--- src/hw/capture_pkg.sv ---
package capture_pkg;
   // register offsets (16-bit parameter addresses)
   localparam logic [15:0] status_offset   = 16'h0a02;
   localparam logic [15:0] edge1_offset    = 16'h0a04;
   localparam logic [15:0] edge2_offset    = 16'h0a06;
   localparam logic [15:0] arm1_offset     = 16'h0a08;
   localparam logic [15:0] arm2_offset     = 16'h0a0a;
   localparam logic [15:0] pos1_lo_offset  = 16'h0a0c;
   localparam logic [15:0] pos1_hi_offset  = 16'h0a0e;
   localparam logic [15:0] pos2_lo_offset  = 16'h0a10;
   localparam logic [15:0] pos2_hi_offset  = 16'h0a12;
   localparam logic [15:0] count1_offset   = 16'h0a14;
   localparam logic [15:0] count2_offset   = 16'h0a16;
   // field positions and reset values
   localparam int          edge_bit        = 0;
   localparam logic        edge_reset      = 1'h0;
   localparam logic [15:0] edge_falling    = 16'h0000;
   localparam logic [15:0] edge_rising     = 16'h0001;
   typedef enum logic [1:0] {
      arm_stop       = 2'h0,
      arm_once       = 2'h1,
      arm_continuous = 2'h2
   } arm_mode_t;
   localparam arm_mode_t   arm_reset       = arm_stop;
endpackage

--- src/hw/capture_if.sv ---
`timescale 1ns/1ps
interface capture_if;
   logic        rearm;
   logic        edge_rising;
   logic [1:0]  mode;
   logic        trig;
   logic [31:0] position;
   logic        captured;
   logic        running;
   logic [31:0] latched;
   logic [15:0] count;
   modport top (output rearm, edge_rising, mode, trig, position,
                input captured, running, latched, count);
   modport chan (input rearm, edge_rising, mode, trig, position,
                 output captured, running, latched, count);
endinterface

--- src/hw/capture_channel.sv ---
`timescale 1ns/1ps
module capture_channel (
   // clock and reset
   input wire logic clk,
   input wire logic rst_b,
   // control and results
   capture_if.chan  ch
);
   logic        trig_reg,     trig_next;
   logic        running_reg,  running_next;
   logic        captured_reg, captured_next;
   logic [31:0] latched_reg,  latched_next;
   logic [15:0] count_reg,    count_next;
   logic        hit;

   always_comb begin
      // edge select applies at once, no latching of the setting
      hit = ch.edge_rising ? (ch.trig & ~trig_reg) : (~ch.trig & trig_reg);
      trig_next     = ch.trig;
      running_next  = running_reg;
      captured_next = captured_reg;
      latched_next  = latched_reg;
      count_next    = count_reg;
      if (ch.rearm) begin
         running_next  = (ch.mode != 2'(capture_pkg::arm_stop));
         captured_next = 1'b0;
         if (ch.mode != 2'(capture_pkg::arm_stop)) begin
            count_next = 16'h0000;
         end
      end else if (running_reg && hit) begin
         latched_next  = ch.position;
         captured_next = 1'b1;
         count_next    = count_reg + 16'h0001;
         running_next  = (ch.mode == 2'(capture_pkg::arm_continuous));
      end
   end

   always_ff @(posedge clk or negedge rst_b) begin
      if (!rst_b) begin
         trig_reg     <= 1'b0;
         running_reg  <= 1'b0;
         captured_reg <= 1'b0;
         latched_reg  <= 32'h00000000;
         count_reg    <= 16'h0000;
      end else begin
         trig_reg     <= trig_next;
         running_reg  <= running_next;
         captured_reg <= captured_next;
         latched_reg  <= latched_next;
         count_reg    <= count_next;
      end
   end

   assign ch.captured = captured_reg;
   assign ch.running  = running_reg;
   assign ch.latched  = latched_reg;
   assign ch.count    = count_reg;

   chk_once_stops: assert property (@(posedge clk) disable iff (!rst_b)
      (running_reg && hit && !ch.rearm && ch.mode == 2'(capture_pkg::arm_once))
      |=> !running_reg && captured_reg) else $error("single shot kept running");
   chk_cont_runs: assert property (@(posedge clk) disable iff (!rst_b)
      (running_reg && hit && !ch.rearm && ch.mode == 2'(capture_pkg::arm_continuous))
      |=> running_reg && latched_reg == $past(ch.position)) else $error("continuous lost");
   chk_idle_holds: assert property (@(posedge clk) disable iff (!rst_b)
      (!running_reg && !ch.rearm) |=> $stable(latched_reg) && $stable(count_reg))
      else $error("idle channel changed");
   chk_arm_clears: assert property (@(posedge clk) disable iff (!rst_b)
      ch.rearm |=> !captured_reg) else $error("arm did not clear status");
   chk_count_step: assert property (@(posedge clk) disable iff (!rst_b)
      (running_reg && hit && !ch.rearm) |=> count_reg == $past(count_reg) + 16'h0001)
      else $error("counter did not step");
endmodule

--- src/hw/position_capture_unit.sv ---
`timescale 1ns/1ps
// Function
// - two independent channels latch motor position on a qualifying input edge
// - edge select: 0 falling, 1 rising, default 0, effective immediately
// - arm mode: 0 cancel, 1 single shot, 2 continuous, effective immediately
// - single shot latches first edge after arming then stops
// - continuous overwrites latched position on every edge until cancelled
// - status word bit 0 channel one captured, bit 1 channel two
// - each channel holds signed 32-bit latched position readable by software
// - 16-bit event counter per channel, increments per capture, cleared on arming
module position_capture_unit (
   // clock and reset
   input  wire logic        clk,
   input  wire logic        rst_b,
   // parameter access port
   input  wire logic        par_wr,
   input  wire logic        par_rd,
   input  wire logic [15:0] par_addr,
   input  wire logic [15:0] par_wdata,
   output logic      [15:0] par_rdata,
   output logic             par_ack,
   output logic             par_err,
   // trigger inputs and motor position
   input  wire logic        trigger_input_one,
   input  wire logic        trigger_input_two,
   input  wire logic [31:0] motor_position
);
   logic [1:0]  edge_reg,  edge_next;
   logic [1:0]  mode1_reg, mode1_next;
   logic [1:0]  mode2_reg, mode2_next;
   logic [1:0]  rearm_reg, rearm_next;
   logic [15:0] rdata_reg, rdata_next;
   logic        ack_reg,   ack_next;
   logic        err_reg,   err_next;

   capture_if ch1 ();
   capture_if ch2 ();

   // decode shared by read and write paths
   function automatic logic known(input logic [15:0] a);
      known = (a == capture_pkg::status_offset) || (a == capture_pkg::edge1_offset)
           || (a == capture_pkg::edge2_offset)  || (a == capture_pkg::arm1_offset)
           || (a == capture_pkg::arm2_offset)   || (a == capture_pkg::pos1_lo_offset)
           || (a == capture_pkg::pos1_hi_offset) || (a == capture_pkg::pos2_lo_offset)
           || (a == capture_pkg::pos2_hi_offset) || (a == capture_pkg::count1_offset)
           || (a == capture_pkg::count2_offset);
   endfunction

   function automatic logic valid_mode(input logic [15:0] d);
      valid_mode = (d <= 16'(capture_pkg::arm_continuous));
   endfunction

   always_comb begin
      edge_next  = edge_reg;
      mode1_next = mode1_reg;
      mode2_next = mode2_reg;
      rearm_next = 2'b00;
      rdata_next = rdata_reg;
      ack_next   = par_wr | par_rd;
      err_next   = (par_wr | par_rd) & ~known(par_addr);
      if (par_wr) begin
         // out-of-range values are refused and flagged, setting kept
         case (par_addr)
            capture_pkg::edge1_offset: begin
               if (par_wdata <= capture_pkg::edge_rising) begin
                  edge_next[0] = par_wdata[capture_pkg::edge_bit];
               end else begin
                  err_next = 1'b1;
               end
            end
            capture_pkg::edge2_offset: begin
               if (par_wdata <= capture_pkg::edge_rising) begin
                  edge_next[1] = par_wdata[capture_pkg::edge_bit];
               end else begin
                  err_next = 1'b1;
               end
            end
            capture_pkg::arm1_offset: begin
               if (valid_mode(par_wdata)) begin
                  mode1_next    = par_wdata[1:0];
                  rearm_next[0] = 1'b1;
               end else begin
                  err_next = 1'b1;
               end
            end
            capture_pkg::arm2_offset: begin
               if (valid_mode(par_wdata)) begin
                  mode2_next    = par_wdata[1:0];
                  rearm_next[1] = 1'b1;
               end else begin
                  err_next = 1'b1;
               end
            end
            capture_pkg::status_offset: err_next = 1'b1;
            default: err_next = err_next | known(par_addr);
         endcase
      end else if (par_rd) begin
         case (par_addr)
            capture_pkg::status_offset:  rdata_next = {14'h0000, ch2.captured, ch1.captured};
            capture_pkg::edge1_offset:   rdata_next = {15'h0000, edge_reg[0]};
            capture_pkg::edge2_offset:   rdata_next = {15'h0000, edge_reg[1]};
            capture_pkg::arm1_offset:    rdata_next = {14'h0000, mode1_reg};
            capture_pkg::arm2_offset:    rdata_next = {14'h0000, mode2_reg};
            capture_pkg::pos1_lo_offset: rdata_next = ch1.latched[15:0];
            capture_pkg::pos1_hi_offset: rdata_next = ch1.latched[31:16];
            capture_pkg::pos2_lo_offset: rdata_next = ch2.latched[15:0];
            capture_pkg::pos2_hi_offset: rdata_next = ch2.latched[31:16];
            capture_pkg::count1_offset:  rdata_next = ch1.count;
            capture_pkg::count2_offset:  rdata_next = ch2.count;
            default:                     rdata_next = 16'h0000;
         endcase
      end
      // a finished single shot reads back as stopped; an arm write in the
      // same cycle must win, or the freshly written mode would be lost
      if (!rearm_reg[0] && !rearm_next[0] && !ch1.running
          && mode1_reg == 2'(capture_pkg::arm_once) && ch1.captured) begin
         mode1_next = 2'(capture_pkg::arm_stop);
      end
      if (!rearm_reg[1] && !rearm_next[1] && !ch2.running
          && mode2_reg == 2'(capture_pkg::arm_once) && ch2.captured) begin
         mode2_next = 2'(capture_pkg::arm_stop);
      end
   end

   always_ff @(posedge clk or negedge rst_b) begin
      if (!rst_b) begin
         edge_reg  <= {2{capture_pkg::edge_reset}};
         mode1_reg <= 2'(capture_pkg::arm_reset);
         mode2_reg <= 2'(capture_pkg::arm_reset);
         rearm_reg <= 2'b00;
         rdata_reg <= 16'h0000;
         ack_reg   <= 1'b0;
         err_reg   <= 1'b0;
      end else begin
         edge_reg  <= edge_next;
         mode1_reg <= mode1_next;
         mode2_reg <= mode2_next;
         rearm_reg <= rearm_next;
         rdata_reg <= rdata_next;
         ack_reg   <= ack_next;
         err_reg   <= err_next;
      end
   end

   assign par_rdata = rdata_reg;
   assign par_ack   = ack_reg;
   assign par_err   = err_reg;

   assign ch1.rearm       = rearm_reg[0];
   assign ch1.edge_rising = edge_reg[0];
   assign ch1.mode        = mode1_reg;
   assign ch1.trig        = trigger_input_one;
   assign ch1.position    = motor_position;
   assign ch2.rearm       = rearm_reg[1];
   assign ch2.edge_rising = edge_reg[1];
   assign ch2.mode        = mode2_reg;
   assign ch2.trig        = trigger_input_two;
   assign ch2.position    = motor_position;

   capture_channel u_ch1 (
      .clk   (clk),
      .rst_b (rst_b),
      .ch    (ch1)
   );
   capture_channel u_ch2 (
      .clk   (clk),
      .rst_b (rst_b),
      .ch    (ch2)
   );

   // an arm write restarts the channel two edges later in the written mode
   chk_arm_cmd: assert property (@(posedge clk) disable iff (!rst_b)
      (par_wr && par_addr == capture_pkg::arm1_offset && par_wdata <= 16'h0002)
      |=> rearm_reg[0] ##1 ch1.running == ($past(mode1_reg) != 2'h0))
      else $error("arm write not applied");

   chk_arm2_cmd: assert property (@(posedge clk) disable iff (!rst_b)
      (par_wr && par_addr == capture_pkg::arm2_offset && par_wdata <= 16'h0002)
      |=> rearm_reg[1] ##1 ch2.running == ($past(mode2_reg) != 2'h0))
      else $error("arm two write not applied");

   // refused mode values neither arm nor cancel
   chk_mode_refuse: assert property (@(posedge clk) disable iff (!rst_b)
      (par_wr && par_wdata > 16'h0002
       && (par_addr == capture_pkg::arm1_offset || par_addr == capture_pkg::arm2_offset))
      |=> par_err && rearm_reg == 2'b00) else $error("bad mode accepted");

   chk_status_map: assert property (@(posedge clk) disable iff (!rst_b)
      (par_rd && !par_wr && par_addr == capture_pkg::status_offset)
      |=> par_rdata[1:0] == $past({ch2.captured, ch1.captured}) && par_ack)
      else $error("status word wrong");

   chk_status_ro: assert property (@(posedge clk) disable iff (!rst_b)
      (par_wr && par_addr == capture_pkg::status_offset) |=> par_err && par_ack)
      else $error("status write not refused");

   chk_edge_write: assert property (@(posedge clk) disable iff (!rst_b)
      (par_wr && par_addr == capture_pkg::edge2_offset && par_wdata == 16'h0001)
      |=> edge_reg[1]) else $error("edge select not taken");

   chk_edge_refuse: assert property (@(posedge clk) disable iff (!rst_b)
      (par_wr && par_addr == capture_pkg::edge1_offset && par_wdata > 16'h0001)
      |=> par_err && $stable(edge_reg)) else $error("bad edge value accepted");

   // the readback clears once, and only when no new arm write is pending
   chk_once_readback: assert property (@(posedge clk) disable iff (!rst_b)
      (!rearm_reg[0] && !rearm_next[0] && !ch1.running && ch1.captured
       && mode1_reg == 2'(capture_pkg::arm_once))
      |=> mode1_reg == 2'(capture_pkg::arm_stop)) else $error("finished shot not stopped");

   chk_pos_read: assert property (@(posedge clk) disable iff (!rst_b)
      (par_rd && !par_wr && par_addr == capture_pkg::pos1_hi_offset)
      |=> par_rdata == $past(ch1.latched[31:16])) else $error("position word wrong");

   chk_count_read: assert property (@(posedge clk) disable iff (!rst_b)
      (par_rd && !par_wr && par_addr == capture_pkg::count2_offset)
      |=> par_rdata == $past(ch2.count)) else $error("counter word wrong");

   // every access is answered exactly one cycle later, never twice
   chk_ack_pulse: assert property (@(posedge clk) disable iff (!rst_b)
      1'b1 |=> par_ack == $past(par_wr || par_rd)) else $error("answer not one cycle later");

   chk_unmapped_err: assert property (@(posedge clk) disable iff (!rst_b)
      (par_rd && !par_wr && !known(par_addr)) |=> par_err && par_rdata == 16'h0000)
      else $error("unmapped read not refused");
endmodule

--- config.mk ---
export PLATFORM = sky130hd
export DESIGN_NAME = position_capture_unit
export DESIGN_NICKNAME = d
export VERILOG_FILES = /design/src/hw/capture_pkg.sv /design/src/hw/capture_if.sv /design/src/hw/capture_channel.sv /design/src/hw/position_capture_unit.sv
export SDC_FILE = /design/constraint.sdc
export NUM_CORES = 1
export LEC_CHECK = 0
export BUFFER_PORTS_ARGS = -buffer_cell sky130_fd_sc_hd__buf_2
export CORE_MARGIN = 4
export CORE_UTILIZATION = 58
export DETAILED_ROUTE_END_ITERATION = 12
export PLACE_DENSITY = 0.8
export SYNTH_ARGS = -nofsm -noshare
export SYNTH_HDL_FRONTEND = slang
export SYNTH_SLANG_ARGS = --single-unit
--- constraint.sdc ---
create_clock -name clk -period 2.75 [get_ports clk]
set_input_delay 0.1375 -clock clk [delete_from_list [all_inputs] [get_ports clk]]
set_output_delay 0.1375 -clock clk [all_outputs]
set_load 0.005 [all_outputs]
==> results.ini <==
[die]
die_x_um=113
core_area_mm2=0.0105
die-height_um=113
num_rows=37
start_util=0.604
io_pins=88
dieArea_mm2=0.0127

[timing]
setup_viol=0
finalHoldViolations=0
finClkSkew_ns=0.00846
relSlewSlack=0.366
slew_violations=0
rsz0062_at_grt=no
fin_crit_ns=2.25
finalCritPeriodShare=0.817
setup_tns_ns=0
setup_slack_ns=0.503
max_freq_mhz=445
worstMarginPinSlew_ns=0.949

[global_routing]
grt_start_max_net_pins=63
first_global_vias=5643
gr-total-overflow=0
antenna_found_initial=0
track_usage=0.289
grt_first_pass_wirelength_um=29100

[clock_network]
clkLatencyLatePin_ns=0.52
clock-root-buffer=clkbuf_8
cts_max_level=4
numCtsBuffers=17
cts.path.max_buffers=2
clk_pin_slew_ns=0.06
cts_sinks=128
cts_tree=yes

[detailed_routing]
final_antenna_net_count=0
vias=5498
drc_errors=0
routed_wl_um=17700
drtPass1Iterations=6
drtIter0Drc=568
wl_per_cell_um=19.9
via_per_inst=6.17

[power_and_ir_drop]
leakage_nw=3.68
power_density_mw_per_mm2=595
ir_worst_vdd_mv=0.540
p_total_mw=4.67

[yosys]
ys_types=69
synth_fp_nets=688
ys_seq_elements=128
synth_edf_count=0
yosys_warnings=0
syn_inst=616
async_flop_share=1.00
synth_top_flop_cell=dfrtp_1
ys_seq_area_frac=0.505
syn_area_per_cell_um2=10.3
synth_area_mm2=0.00635

[worst_setup_path]
worst_r2r_path_depth=6
cp_max_fo=34
r2r_slack_ns=0.50
critPathKind=reg -> reg
worst_ep_required_time_ns=3.15
crit_path_end_kind=register
arrival_ns=2.64
cp-start-kind=register

[cells_and_area]
area_delta_synth_final_pct=23.6
antenna_cells=0
multi_input_area_mm2=0.00294
utilization=0.747
drive_above_1_share=0.258
nFillCells=744
fin_nets=816
seq_area_mm2=0.00320
finalNonFillerCells=891

[placed_design]
dpl_worst_slack_ns=0.498
place_inst=821
dpl.hpwl_um=12000
place_congestion=0.932
port_buffers=87

[outcome]
run_status=finished clean

[flow_run]
maxCapViolCount=0

[worst_hold_path]
hold_depth=3
min_path_type=in -> reg

## per-layer routing
metal / part of all wire / track usage
met3: 0.074 / 0.0642
met4: 0.019 / 0.0905
met5: 0 / 0
met2: 0.50 / 0.473
met1: 0.41 / 0.387
## cell families (layout without fill, tap and decap cells)
group / Yosys count / after routing / synth area share
muxes: 49 / 49 / 0.0851
xor gates and xnor gates: 15 / 15 / 0.0207
buffers and inverters: 44 / 183 / 0.0337
DFF: 128 / 128 / 0.505
and+or+nand+nor: 265 / 265 / 0.207
AOI/OAI and AO/OA: 113 / 113 / 0.145
adders and majority gates: 2 / 2 / 0.00394
## worst max-delay path: stages, from the launching register on
cell      delay (ns)
dfrtp_1         0.41
or3b_1          0.45
a211oi_4        0.30
buf_4           0.42
nand4_1         0.23
o211ai_1        0.21
o31ai_1         0.09
## synthesized netlist by cell type (5+ instances only)
cell type | count | area, um^2
nand2_1 | 139 | 522
nand3_1 | 13 | 65.1
a22oi_1 | 6 | 45.0
and3_1 | 9 | 56.3
mux2i_1 | 9 | 90.1
clkbuf_1 | 18 | 67.6
xnor2_1 | 5 | 43.8
dfrtp_1 | 128 | 3200
a221oi_1 | 20 | 175
a22oi_2 | 10 | 125
nand4_1 | 15 | 93.8
xor2_1 | 10 | 87.6
or3_1 | 7 | 43.8
nand3b_1 | 6 | 45.0
nor4_1 | 9 | 56.3
a22o_1 | 14 | 123
mux2_2 | 40 | 450
a222oi_1 | 8 | 80.1
o21ai_0 | 11 | 55.1
a21oi_1 | 12 | 60.1
buf_2 | 6 | 30.0
buf_1 | 5 | 18.8
nand2b_1 | 5 | 31.3
nor2_1 | 31 | 116
inv_1 | 9 | 33.8
nor3_1 | 5 | 25.0
## worst paths after layout
check	startpoint	to
setup / recovery	edge_reg[1]$_DFFE_PN0P_	u_ch2.ch.count[9]$_DFFE_PN0P_
hold / removal	par_addr[0]	par_err$_DFF_PN0_
setup reg to reg	edge_reg[1]$_DFFE_PN0P_	u_ch2.ch.count[9]$_DFFE_PN0P_
hold reg to reg	u_ch1.ch.latched[5]$_DFFE_PN0P_	u_ch1.ch.latched[5]$_DFFE_PN0P_
max in group asynchronous	rst_b	u_ch1.ch.latched[28]$_DFFE_PN0P_
min in group asynchronous	rst_b	u_ch1.trig_reg$_DFF_PN0_
## cell usage in the layout (no fill, tap or decap), drive strengths merged, types with 5 or more instances in the layout
master       count
or3              7
o21ai           13
xor2            10
inv              9
xnor2            5
buf            104
clkbuf          23
nor2            32
dfrtp          128
nand2b           5
nand4           15
nand3           13
nand3b           6
a222oi           8
nand2          139
mux2i            9
a22o            14
nor3             6
a21oi           12
a221oi          20
dlygate4sd3     40
and3             9
mux2            40
clkinv           5
a22oi           16
nor4            14
## metrics by stage
| stage | hold WS [ns] | area, um^2 |
|---|---|---|
| 2_1_floorplan | -0.158 | 6350 |
| 3_3_place_gp | 0.271 | 6930 |
| 3_5_place_dp | 0.274 | 6930 |
| 4_1_cts | 0.0486 | 7850 |
| 5_1_grt | 0.0714 | 7850 |
| 6_report | 0.0774 | 7850 |
## timing repair
action	CTS	global route
endpoints found under the hold margin	134	0
buffers inserted	0	0
hold buffers	40	0
resized for setup	0	0
## power by group
| group | internal, mW | total (mW) | switching [mW] | leakage [nW] |
|---|---|---|---|---|
| combinational | 0.228 | 0.444 | 0.216 | 1.78 |
| sequential | 2.08 | 2.22 | 0.148 | 1.64 |
| clock | 1.23 | 2.00 | 0.778 | 0.257 |
| total | 3.53 | 4.67 | 1.14 | 3.68 |
## area by class of cell
| class | instances | area share |
|---|---|---|
| inverter | 9 | 0.00430 |
| clock inverter | 7 | 0.00797 |
| sequential | 128 | 0.408 |
| timing repair buffer | 144 | 0.125 |
| clock buffer | 23 | 0.0582 |
| tap | 136 | 0.0217 |
| multi-input combinational | 444 | 0.375 |
No activity file was read; power rests on OpenSTA's default activity.
